`src/core/ioc_map.svh`:
```
/*
  Register offsets, field positions and reset values of the io cell.
  Assumes a 12-bit APB byte address and 32-bit data.
*/
`ifndef IOC_MAP_SVH
`define IOC_MAP_SVH

// Byte addresses of the two registers
`define IOC_ADDR_CFG     12'h000
`define IOC_ADDR_STAT    12'h004

// Configuration field positions
`define IOC_CFG_OSEL_LO  0
`define IOC_CFG_OSEL_HI  2
`define IOC_CFG_ISEL_LO  4
`define IOC_CFG_ISEL_HI  5
`define IOC_CFG_INV_D    8
`define IOC_CFG_INV_OCLK 9
`define IOC_CFG_INV_GSR  10
`define IOC_CFG_INV_GTS  11
`define IOC_CFG_INV_TRI  12
`define IOC_CFG_OINIT    13
`define IOC_CFG_IINIT    14
`define IOC_CFG_BYPASS   15
`define IOC_CFG_LEGACY   16
`define IOC_CFG_INV_ICLK 17
`define IOC_CFG_MSB      17

// Writable bits of the configuration word; reset is all register modes off
`define IOC_CFG_MASK     32'h0003_ff37
`define IOC_CFG_RST      32'h0000_0000

// Status field positions
`define IOC_ST_OUTQ      0
`define IOC_ST_INQ       1
`define IOC_ST_PADOE     2
`define IOC_ST_PADLVL    3
`define IOC_ST_GTS       4
`define IOC_ST_GSR       5
`define IOC_ST_GCLR      6

`define IOC_ZERO32       32'h0000_0000

`endif

```
`src/core/ioc_pkg.sv`:
```
/*
  Types of the io cell: output and input element selections.
  Assumes the map header for all numeric positions.
*/
package ioc_pkg;

  // One output-path element at most
  typedef enum logic [2:0] {
    OS_NONE = 3'b000,
    OS_BUF  = 3'b001,
    OS_TBUF = 3'b010,
    OS_REG  = 3'b011,
    OS_TREG = 3'b100
  } ioc_out_sel_t;

  // One input-path element at most, a buffer may join the register
  typedef enum logic [1:0] {
    IS_NONE    = 2'b00,
    IS_BUF     = 2'b01,
    IS_REG     = 2'b10,
    IS_REG_BUF = 2'b11
  } ioc_in_sel_t;

endpackage : ioc_pkg

```
`src/core/ioc_cell_ff.sv`:
```
/*
  One io cell flip-flop with capture qualifier and global init.
  Assumes the caller forms the capture pulse from clock edge and enable.
*/
`timescale 1ns/10ps
`default_nettype none

module ioc_cell_ff
  import ioc_pkg::*;
(
  // Clock and reset
  input  wire logic clk,
  input  wire logic sys_rst,
  // Control
  input  wire logic capture,
  input  wire logic globalHit,
  input  wire logic initValue,
  // Data
  input  wire logic d,
  output logic      q
);

  logic q_ff;

  // Global init wins over a capture in the same cycle
  always_ff @(posedge clk) begin
    if (sys_rst) begin
      q_ff <= 1'b0;
    end else if (globalHit) begin
      q_ff <= initValue;
    end else if (capture) begin
      q_ff <= d;
    end
  end

  assign q = q_ff;

endmodule : ioc_cell_ff

`default_nettype wire

```
`src/core/ioc_io_cell.sv`:
```
/*
  Programmable io cell: output buffer or register, three-state variants,
  input buffer and input register, configured over APB.
  Assumes all inputs synchronous to clk; register clocks are sampled levels.
*/
// The APB register port and the placing of the registers were chosen for this implementation.
// Behaviour
// - Output register drives the pad; pad level feeds back into input path.
// - Output register holds its value while its clock enable is low.
// - Input register holds its value while its clock enable is low.
// - Three-state control high releases the pad; low drives buffered or registered data.
// - With control low the three-state register acts as plain output register.
// - Global three-state high releases the pad whatever the data.
// - Power-on and global set/reset load each register with its init choice.
// - Init choice defaults to reset when not configured.
// - Older variant clears registers from the fixed global clear line.
// - Output register inverts data, clock, set/reset and three-state by option.
// - Three-state register also inverts its three-state control by option.
// - Input cell offers an unregistered buffered pad copy beside the register.
// - Input path delay stage by default, bypassed by option.
// - At most one output-path element per cell.
// - At most one input element, except buffer beside the register.
// - Global lines are fixed ports, never routed, yet fully modelled.
`timescale 1ns/10ps
`default_nettype none

`include "ioc_map.svh"

module ioc_io_cell
  import ioc_pkg::*;
(
  // Clock and reset
  input  wire logic        clk,
  input  wire logic        sys_rst,
  // APB slave
  input  wire logic        psel,
  input  wire logic        penable,
  input  wire logic        pwrite,
  input  wire logic [11:0] paddr,
  input  wire logic [31:0] pwdata,
  output logic      [31:0] prdata,
  output logic             pready,
  output logic             pslverr,
  // Fabric output side
  input  wire logic        outData,
  input  wire logic        outClk,
  input  wire logic        outClkEn,
  input  wire logic        outTristate,
  // Fabric input side
  input  wire logic        inClk,
  input  wire logic        inClkEn,
  output logic             inRegQ,
  output logic             inBuffered,
  // Global lines
  input  wire logic        globalSetReset,
  input  wire logic        globalClear,
  input  wire logic        globalTristate,
  // Pad
  input  wire logic        padIn,
  output logic             padOut,
  output logic             padOe
);

  // Software configuration
  logic [`IOC_CFG_MSB:0] cfg_ff;
  logic [31:0]           prdata_ff;
  logic                  pslverr_ff;

  // Sampled register clocks for edge detection, and the pad delay stage
  logic                  outClkPrev_ff;
  logic                  inClkPrev_ff;
  logic                  padDly_ff;

  // Decoded configuration
  ioc_out_sel_t          outSel;
  ioc_in_sel_t           inSel;
  logic                  invData;
  logic                  invOutClk;
  logic                  invGsr;
  logic                  invGts;
  logic                  invTri;
  logic                  outInit;
  logic                  inInit;
  logic                  bypassDelay;
  logic                  legacy;
  logic                  invInClk;

  // Internal nets
  logic                  gsrActive;
  logic                  gtsActive;
  logic                  globalHit;
  logic                  outCapture;
  logic                  inCapture;
  logic                  outRegQ;
  logic                  inRegRaw;
  logic                  dataIn;
  logic                  triLocal;
  logic                  useRegOut;
  logic                  hasTri;
  logic                  outPresent;
  logic                  padLevel;
  logic                  inRegData;
  logic                  inRegUsed;
  logic                  inBufUsed;
  logic                  apbAccess;
  logic                  addrHit;
  logic [31:0]           nxt_prdata;
  logic                  nxt_pslverr;
  logic [31:0]           cfgRstWord;
  logic [31:0]           cfgWrWord;

  // Active edge of a sampled clock, falling when inverted
  function automatic logic edgeHit(input logic cur, input logic prev, input logic inv);
    logic rise;
    logic fall;
    rise = cur & ~prev;
    fall = ~cur & prev;
    edgeHit = inv ? fall : rise;
  endfunction : edgeHit

  // Legal element codes only; anything else means no element
  function automatic ioc_out_sel_t outSelOf(input logic [2:0] code);
    case (code)
      3'b001:  outSelOf = OS_BUF;
      3'b010:  outSelOf = OS_TBUF;
      3'b011:  outSelOf = OS_REG;
      3'b100:  outSelOf = OS_TREG;
      default: outSelOf = OS_NONE;
    endcase
  endfunction : outSelOf

  assign outSel      = outSelOf(cfg_ff[`IOC_CFG_OSEL_HI:`IOC_CFG_OSEL_LO]);
  assign inSel       = ioc_in_sel_t'(cfg_ff[`IOC_CFG_ISEL_HI:`IOC_CFG_ISEL_LO]);
  assign invData     = cfg_ff[`IOC_CFG_INV_D];
  assign invOutClk   = cfg_ff[`IOC_CFG_INV_OCLK];
  assign invGsr      = cfg_ff[`IOC_CFG_INV_GSR];
  assign invGts      = cfg_ff[`IOC_CFG_INV_GTS];
  assign invTri      = cfg_ff[`IOC_CFG_INV_TRI];
  assign outInit     = cfg_ff[`IOC_CFG_OINIT];
  assign inInit      = cfg_ff[`IOC_CFG_IINIT];
  assign bypassDelay = cfg_ff[`IOC_CFG_BYPASS];
  assign legacy      = cfg_ff[`IOC_CFG_LEGACY];
  assign invInClk    = cfg_ff[`IOC_CFG_INV_ICLK];

  // APB slave, zero wait states
  assign apbAccess = psel & penable;
  assign addrHit   = (paddr == `IOC_ADDR_CFG) | (paddr == `IOC_ADDR_STAT);
  assign pready    = 1'b1;

  // Full-width words keep the narrow store free of silent truncation
  assign cfgRstWord = `IOC_CFG_RST;
  assign cfgWrWord  = pwdata & `IOC_CFG_MASK;

  always_ff @(posedge clk) begin
    if (sys_rst) begin
      cfg_ff <= cfgRstWord[`IOC_CFG_MSB:0];
    end else if (apbAccess && pwrite && paddr == `IOC_ADDR_CFG) begin
      cfg_ff <= cfgWrWord[`IOC_CFG_MSB:0];
    end
  end

  // Read data and error are formed in the setup cycle so they stand in access
  always_comb begin
    nxt_prdata  = `IOC_ZERO32;
    nxt_pslverr = 1'b0;
    if (psel && !penable) begin
      if (!addrHit) begin
        nxt_pslverr = 1'b1;
      end else if (!pwrite && paddr == `IOC_ADDR_CFG) begin
        nxt_prdata[`IOC_CFG_MSB:0] = cfg_ff;
      end else if (!pwrite) begin
        nxt_prdata[`IOC_ST_OUTQ]   = outRegQ;
        nxt_prdata[`IOC_ST_INQ]    = inRegRaw;
        nxt_prdata[`IOC_ST_PADOE]  = padOe;
        nxt_prdata[`IOC_ST_PADLVL] = padLevel;
        nxt_prdata[`IOC_ST_GTS]    = gtsActive;
        nxt_prdata[`IOC_ST_GSR]    = gsrActive;
        nxt_prdata[`IOC_ST_GCLR]   = globalClear;
      end
    end else if (apbAccess) begin
      nxt_prdata  = prdata_ff;
      nxt_pslverr = pslverr_ff;
    end
  end

  always_ff @(posedge clk) begin
    if (sys_rst) begin
      prdata_ff  <= `IOC_ZERO32;
      pslverr_ff <= 1'b0;
    end else begin
      prdata_ff  <= nxt_prdata;
      pslverr_ff <= nxt_pslverr;
    end
  end

  assign prdata  = prdata_ff;
  assign pslverr = pslverr_ff & apbAccess;

  // global lines modelled as fixed ports
  assign gsrActive = globalSetReset ^ invGsr;
  assign gtsActive = globalTristate ^ invGts;
  // legacy variant uses fixed global clear
  assign globalHit = legacy ? globalClear : gsrActive;

  // Previous samples of the register clocks
  always_ff @(posedge clk) begin
    if (sys_rst) begin
      outClkPrev_ff <= 1'b0;
      inClkPrev_ff  <= 1'b0;
    end else begin
      outClkPrev_ff <= outClk;
      inClkPrev_ff  <= inClk;
    end
  end

  assign outCapture = edgeHit(outClk, outClkPrev_ff, invOutClk) & outClkEn;
  assign dataIn     = outData ^ invData;

  ioc_cell_ff outReg (
    .clk       (clk),
    .sys_rst   (sys_rst),
    .capture   (outCapture),
    .globalHit (globalHit),
    .initValue (outInit & ~legacy),
    .d         (dataIn),
    .q         (outRegQ)
  );

  // Element shape
  assign useRegOut  = (outSel == OS_REG) | (outSel == OS_TREG);
  assign hasTri     = (outSel == OS_TBUF) | (outSel == OS_TREG);
  assign outPresent = (outSel != OS_NONE);
  // unused control behaves as plain buffer or register
  assign triLocal   = hasTri & (outTristate ^ invTri);

  assign padOut = useRegOut ? outRegQ : dataIn;
  assign padOe  = outPresent & ~triLocal & ~gtsActive;

  // driven level feeds back into input path
  assign padLevel = padOe ? padOut : padIn;

  // one-cycle delay stage removes hold need at cost of setup
  always_ff @(posedge clk) begin
    if (sys_rst) begin
      padDly_ff <= 1'b0;
    end else begin
      padDly_ff <= padLevel;
    end
  end

  assign inRegData = bypassDelay ? padLevel : padDly_ff;
  assign inRegUsed = (inSel == IS_REG) | (inSel == IS_REG_BUF);
  assign inBufUsed = (inSel == IS_BUF) | (inSel == IS_REG_BUF);

  assign inCapture = edgeHit(inClk, inClkPrev_ff, invInClk) & inClkEn & inRegUsed;

  ioc_cell_ff master_slave_input_register (
    .clk       (clk),
    .sys_rst   (sys_rst),
    .capture   (inCapture),
    .globalHit (globalHit),
    .initValue (inInit & ~legacy),
    .d         (inRegData),
    .q         (inRegRaw)
  );

  // Unused register reads low at inRegQ; the status read still returns its raw value
  assign inRegQ     = inRegRaw & inRegUsed;
  // buffered pad copy beside the register
  assign inBuffered = padLevel & inBufUsed;

endmodule : ioc_io_cell

`default_nettype wire

```
`config.mk`:
```
export PLATFORM = sky130hd
export DESIGN_NAME = ioc_io_cell
export DESIGN_NICKNAME = d
export VERILOG_FILES = /design/src/core/ioc_pkg.sv /design/src/core/ioc_cell_ff.sv /design/src/core/ioc_io_cell.sv
export VERILOG_INCLUDE_DIRS = /design/src /design/src/core
export SDC_FILE = /design/constraint.sdc
export NUM_CORES = 1
export LEC_CHECK = 0
export BUFFER_PORTS_ARGS = -buffer_cell sky130_fd_sc_hd__buf_4
export CORE_ASPECT_RATIO = 0.6
export CORE_MARGIN = 10
export CORE_UTILIZATION = 48
export DETAILED_ROUTE_END_ITERATION = 8
export PLACE_DENSITY_LB_ADDON = 0.1
export SLEW_MARGIN = 20
export SYNTH_ARGS = -nofsm -noshare
export SYNTH_HDL_FRONTEND = slang
export SYNTH_SLANG_ARGS = --single-unit
```
`constraint.sdc`:
```
create_clock -name clk -period 4.8 [get_ports clk]
set_input_delay 1.44 -clock clk [delete_from_list [all_inputs] [get_ports clk]]
set_output_delay 1.44 -clock clk [all_outputs]
set_load 0.03 [all_outputs]
```
==> results.ini, run 1 <==
[timing]
setup_viol=0
fmax_mhz=238
finalCritPeriodShare_pct=87.4
worstMarginPinSlew_ps=976
fin_worst_skew_ps=3.62
rsz0062_at_grt=no
hold_viol_final=0
slew_viol_final=0
slew_headroom_pct=34.7
period_needed_ps=4200
finalSetupTns_ps=0

[clock_tree]
clockRootBuffer=clkbuf_8
post_cts_resized=0
cts_tree=yes
numCtsBuffers=5
cts_max_level=2
cts_setup_buffers=0
hold_buffers=0
clkTransAtPathRegs_ps=70
cts_max_path_buffers=2
cts.sinks=38
clkLatencyLatePin_ps=280

[layout]
fin_cells=300
drive_above_1_share_pct=31.2
n_fill_cell=313
design_area_um2=2310
antennaDiodeCount=0
fin_nets=311
syn_to_final_growth_pct=29.0

[placement]
placed_cells=292
place_congestion=0.714
placed_area_um2=2220
io_buffers=63
dp_hpwl_mm=3.65

[floorplanning]
fp.dieH_um=67.3
io_pins=97
start_util_pct=49.2
num_rows=17
core_um2=3640
die_width_um=98.8
die_area_um2=6650

[detailed_routing]
vias=1499
final_antenna_net_count=0
drt-wirelength-per-cell_um=15.6
dr.first_iter.drc_count=68
routed_wl_mm=4.67
dr.pass1.iters=4
route.detailed.drc=0
avgViaCountPerCell=5.00

[synth]
syn-cell-area_um2=1790
ys_types=42
synth_top_area_share_pct=42.5
seq_area_frac_synth_pct=42.5
syn_inst=192
postSynthAreaPerCell_um2=9.32
synth_warnings=0
synthTopCellsByArea=dfxtp_1, mux2i_1, nor2_1
ys_ff_latch=38
yosysTopAreaCell=dfxtp_1

[critical_path]
required_ps=3360
start_kind=input pin
cpMostUsedCell=buf_4
end_kind=output pin
cp_max_fo=4
crit_arrival_ps=2760
cp_slowest_cell=xor2_1
crit_type=input pin to output pin
critPathMaxStageDelay_ps=360
crit_chain=buf_4 > xor2_1 > a221oi_4 > o211a_1 > or2_1 > and2_1 > buf_4

[pwr]
p_leak_nw=1.00
ir_worst_vdd_v=0.000182
report.power.total_mw=0.607
powerDensity_nw_per_um2=263

[worst_hold_path]
hp-class=flop to flop

[global_route]
first_global_vias=1463
grt-ovfl-total=0
grt_max_degree=37
grt_pass1_wl_mm=7.27
grt.total_usage_pct=13.4
grt_antenna_before_repair=0

[outcome]
outcome=finished clean

[run]
cap_violations=0

## synthesized netlist by cell type (all sizes together)
cell type,number
nor2,34
nand3b,2
nand2b,2
o21a,1
dfxtp,38
and2,3
a21oi,1
a22oi,12
inv,3
and3,2
mux2i,19
or3b,2
nor3,3
nor2b,6
or2,1
mux2,2
o211a,1
a221oi,3
buf,17
a21o,1
nor3b,2
nand3,1
nand2,7
o21bai,1
o21ai,6
o221a,1
nor4,2
clkbuf,7
or3,1
o31ai,1
xor2,4
a32o,1
a32oi,1
conb,2
o22ai,2
## critical path, delay by kind of cell
kind                      cells  cell delay (ps)
and+or+nand+nor               2              440
xor gates and xnor gates      1              360
buffers and inverters         2              270
AOI/OAI and AO/OA             2              250
## layer usage
metal  track usage (%)  vias to the layer above  wire, µm
met4              3.74                        0        32
met3              5.70                        2       438
li1                  -                      757         -
met5                 0                        -         0
met2              18.8                       70      1820
met1              18.4                      670      2370
## final cells by class
type,count,area [µm²],area share [%]
sequential,38,761,33.0
inverter,3,11.3,0.488
clock inverter,1,5.00,0.217
tap,47,58.8,2.55
multi-input combinational,141,912,39.5
clock buffer,7,86.3,3.74
timing repair buffer,63,473,20.5
## cells by family after synthesis
group | after synthesis | synth area share (%)
XOR/XNOR | 4 | 1.96
AND/OR/NAND/NOR | 68 | 19.4
buffers and inverters | 27 | 9.44
multiplexers | 21 | 11.9
AO/OA/AOI/OAI | 32 | 14.4
other | 2 | 0.420
flip-flops | 38 | 42.5
## stage by stage
| stage | hold WS, ps | utilization [%] | setup WS (ps) |
|---|---|---|---|
| finish | 465 | 63.4 | 603 |
| global route | 508 | 63.4 | 547 |
| CTS | 471 | 63.4 | 610 |
| detailed placement | 454 | 60.9 | 612 |
| global placement | 440 | 60.9 | 609 |
| floorplan | 474 | - | 668 |
## flip-flops by register name (all words and copies together), names as in the netlist
register / count
prdata: 17
cfg_ff: 15
inClkPrev_ff: 1
master_slave_input_register.q: 1
outClkPrev_ff: 1
outReg.q: 1
padDly_ff: 1
pslverr_ff: 1
## cell usage in the layout, fill, tap and decap left out, types with 2 or more instances in the layout
master / instances
a22oi_1: 12
and2_1: 3
and3_1: 2
buf_4: 63
clkbuf_8: 6
conb_1: 16
dfxtp_1: 38
inv_1: 3
mux2_2: 2
mux2i_1: 19
nand2_1: 7
nand2b_1: 2
nand3b_1: 2
nor2_1: 34
nor2b_1: 6
nor3b_1: 2
nor4_1: 2
o21ai_0: 5
o22ai_1: 2
xor2_1: 4
## path summary, 6_finish.rpt
| kind | from | to | slack [ps] | cells after the start |
|---|---|---|---|---|
| setup reg to reg | cfg_ff[2] | prdata[3] | 2890 | 5 |
| setup / recovery | globalTristate | inBuffered | 600 | 7 |
| hold / removal | prdata[4] | prdata[4] | 470 | 2 |
| hold reg to reg | prdata[4] | prdata[4] | 470 | 2 |
## power by group
part	internal (mW)	total, mW	switching [mW]	leakage [nW]
Combinational	0.0288	0.0685	0.0397	0.646
Sequential	0.317	0.318	0.00105	0.307
Clock	0.116	0.220	0.105	0.0482
No activity file was read; power rests on OpenSTA's default activity.
==> inputs of run 2 (changes only) <==
ABC_AREA = 1   (was not set)
CORE_UTILIZATION = 49   (was 48)
==> run 2 against run 1 <==
Critical path type unchanged. Synthesized cell count increased by 31%. Setup slack gained 290 ps. Clock-buffer cell count is 2 lower. Cell count up 20%. Routed wire length is 7.3% higher. Final area increased by 4.9%. Worst hold slack worse by 12 ps. Sequential power is essentially flat. Critical endpoint unchanged. Power down 1.2%. Maximum frequency up 7.3%.
==> results.ini, run 2 <==
[timing]
slew_viol_final=0  ; unchanged
fin_worst_skew_ps=8.83  ; +5.21 ps
worstMarginPinSlew_ps=813  ; -163 ps
finalSetupTns_ps=0  ; unchanged
slew_headroom_pct=45.6  ; +11 points
period_needed_ps=3910  ; -287 ps
setup_viol=0  ; unchanged
rsz0062_at_grt=no
finalCritPeriodShare_pct=81.4  ; -6.0 points
fmax_mhz=256  ; +7.3%
hold_viol_final=0  ; unchanged

[critical_path]
crit_arrival_ps=2470  ; -290 ps
reg2reg_from=cfg_ff[10]
end_kind=output pin
cpMostUsedCell=nand2_1
required_ps=3360  ; about the same
reg2reg_to=outReg.q
crit_type=input pin to output pin
reg2reg_depth=5  ; unchanged
ff2ff_setup_slack_ps=3440  ; +550 ps
critPathMaxStageDelay_ps=230  ; -130 ps
cp_slowest_cell=xnor2_1
start_kind=input pin
crit_chain=buf_4 > xnor2_1 > nand2_1 > nor2_1 > nand2_1 > nand2_1 > inv_1 > nor2_1 > buf_4
cp_max_fo=3  ; -1

[clock_tree]
cts_tree=yes
cts_setup_buffers=0  ; unchanged
clkLatencyLatePin_ps=300  ; +20 ps
cts_max_path_buffers=2  ; unchanged
cts.sinks=38  ; unchanged
clockRootBuffer=clkbuf_8
hold_buffers=0  ; unchanged
clkTransAtPathRegs_ps=60  ; about the same
post_cts_resized=0  ; unchanged
numCtsBuffers=5  ; unchanged
cts_max_level=2  ; unchanged

[synth]
seq_area_frac_synth_pct=39.7  ; -2.8 points
yosys-top-cells-count=nand2_1, dfxtp_1, nor2_1
ys_async_sr_fraction_pct=0  ; unchanged
synth_warnings=0  ; unchanged
yosysTopAreaCell=dfxtp_1
syn-cell-area_um2=1920  ; +7.1%
syn_inst=252  ; +31%
ys_types=32  ; -24%
ys_ff_latch=38  ; unchanged
yosysMostFrequentCell=nand2_1
synth_edf_count=0  ; unchanged
postSynthAreaPerCell_um2=7.60  ; -18%
synthFlopType=dfxtp_1
synthTopCellsByArea=dfxtp_1, nand2_1, a211oi_2
synth_top_area_share_pct=39.7  ; -2.8 points

[layout]
design_area_um2=2420  ; +4.9%
final_common_cell=nand2_1
drive_above_1_share_pct=29.9  ; -1.3 points
antennaDiodeCount=0  ; unchanged
largest_reg_flops=17  ; unchanged
fin_nets=373  ; +20%
final_cell_mix=nand2_1, buf_4, dfxtp_1
syn_to_final_growth_pct=26.4
n_fill_cell=353  ; +13%

[pwr]
powerDensity_nw_per_um2=248  ; -5.9%
p_clk_share_pct=34.4  ; -1.9 points
p_comb_share_pct=12.3  ; +1.0 points
p_sw_share_pct=25.8  ; +1.9 points
p_leak_nw=1.13  ; +13%
p_seq_share_pct=53.3  ; +0.9 points
p_sw_mw=0.155  ; +6.7%
internal-power_mw=0.445  ; -3.7%
ir_worst_vdd_v=0.000173  ; -5.0%

[outcome]
outcome=finished clean

[detailed_routing]
avgViaCountPerCell=4.69  ; -6.1%
route.detailed.drc=0  ; unchanged
final_antenna_net_count=0  ; unchanged
vias=1693  ; +13%
routed_wl_mm=5.01  ; +7.3%
dr.first_iter.drc_count=95  ; +40%
dr.pass1.iters=5  ; +1
drt-wirelength-per-cell_um=13.9  ; -11%

[worst_hold_path]
hold_depth=2  ; unchanged
hp-start=prdata[4]
hp-class=flop to flop
min_to=prdata[4]

[placement]
place_congestion=0.947  ; +33%
placed_area_um2=2340  ; +5.7%
dp_hpwl_mm=4.02  ; +10%
io_buffers=63  ; unchanged

[floorplanning]
start_util_pct=51.5  ; +2.3 points
die_area_um2=6890  ; +3.6%
fp.dieH_um=68.4  ; +1.7%
io_pins=97  ; unchanged
core_um2=3720  ; +2.3%
num_rows=17  ; unchanged
die_width_um=101  ; +1.9%

[global_route]
grt.total_usage_pct=14.4  ; +1.0 points
grt_antenna_before_repair=0  ; unchanged
grt_max_degree=32  ; -14%
first_global_vias=1553  ; +6.2%
grt-ovfl-total=0  ; unchanged
grt_pass1_wl_mm=7.72  ; +6.2%

[run]
cap_violations=0  ; unchanged

-- run 2: cell types whose count changed in the layout (fill, tap and decap cells not counted), sizes merged, moves of 7 or more --
cell	before	now
a211oi	0	11
a21oi	1	8
a22oi	12	1
inv	3	25
mux2i	19	1
nand2	7	69
nand3	1	10
-- run 2: power groups by stage --
stage | logic (mW) | clock network [mW] | registers [mW]
after CTS | 0.0731 | 0.210 | 0.319
final | 0.0737 | 0.206 | 0.320
after global routing | 0.0802 | 0.223 | 0.320
after detailed placement | 0.0729 | 0 | 0.327
after global placement | 0.0723 | 0 | 0.327
after floorplan | 0.0505 | 0 | 0.326
-- run 2: cells by family after synthesis --
family / after synthesis / share of synthesized area (%)
buffers and inverters: 47 / 13.1
flip-flops: 38 / 39.7
AND/OR/NAND/NOR: 120 / 28.6
AO/OA/AOI/OAI: 41 / 16.3
XOR/XNOR: 3 / 1.37
multiplexers: 1 / 0.523
other: 2 / 0.392
-- run 2: worst max path at each step --
stage,startpoint,endpoint,slack (ps),cells past startpoint
floorplan,globalTristate,inBuffered,550,7
global placement,globalTristate,inBuffered,930,9
detailed placement,globalTristate,inBuffered,890,9
CTS,globalTristate,inBuffered,890,9
global route,globalTristate,inBuffered,730,9
finish,globalTristate,inBuffered,890,9
-- run 2: per-stage QoR --
stage                     worst slack, ps  utilization, %  std cells  hold WS [ps]  total power, mW
final                                 890            65.0        361           453            0.600
after global routing                  729            65.0        361           482            0.623
after CTS                             888            65.0        361           456            0.603
after detailed placement              886            62.9        354           444            0.400
after global placement                925            62.9        354           440            0.399
after floorplan                       549               -        266           452            0.377
-- run 2: layout make-up --
type / count / area, µm² / area share [%]
repair buffers: 63 / 473 / 19.5
multi-input cells: 181 / 956 / 39.5
clock buffers: 5 / 68.8 / 2.84
clock inverters: 2 / 10.0 / 0.413
flip-flops and latches: 38 / 761 / 31.4
inverters: 25 / 93.8 / 3.88
well taps: 47 / 58.8 / 2.43
-- run 2: metal layers --
| metal | up-vias | share of wire, % | track usage, % |
|---|---|---|---|
| li1 | 901 | - | - |
| met1 | 730 | 48 | 20.3 |
| met2 | 56 | 40 | 19.0 |
| met3 | 6 | 11 | 5.63 |
| met4 | 0 | 1.0 | 5.26 |
| met5 | - | 0 | 0 |
-- run 2: critical path: cells and delay by family --
family | cells | cell delay (ps)
xor gates and xnor gates | 1 | 230
and+or+nand+nor | 5 | 460
buffers and inverters | 3 | 340
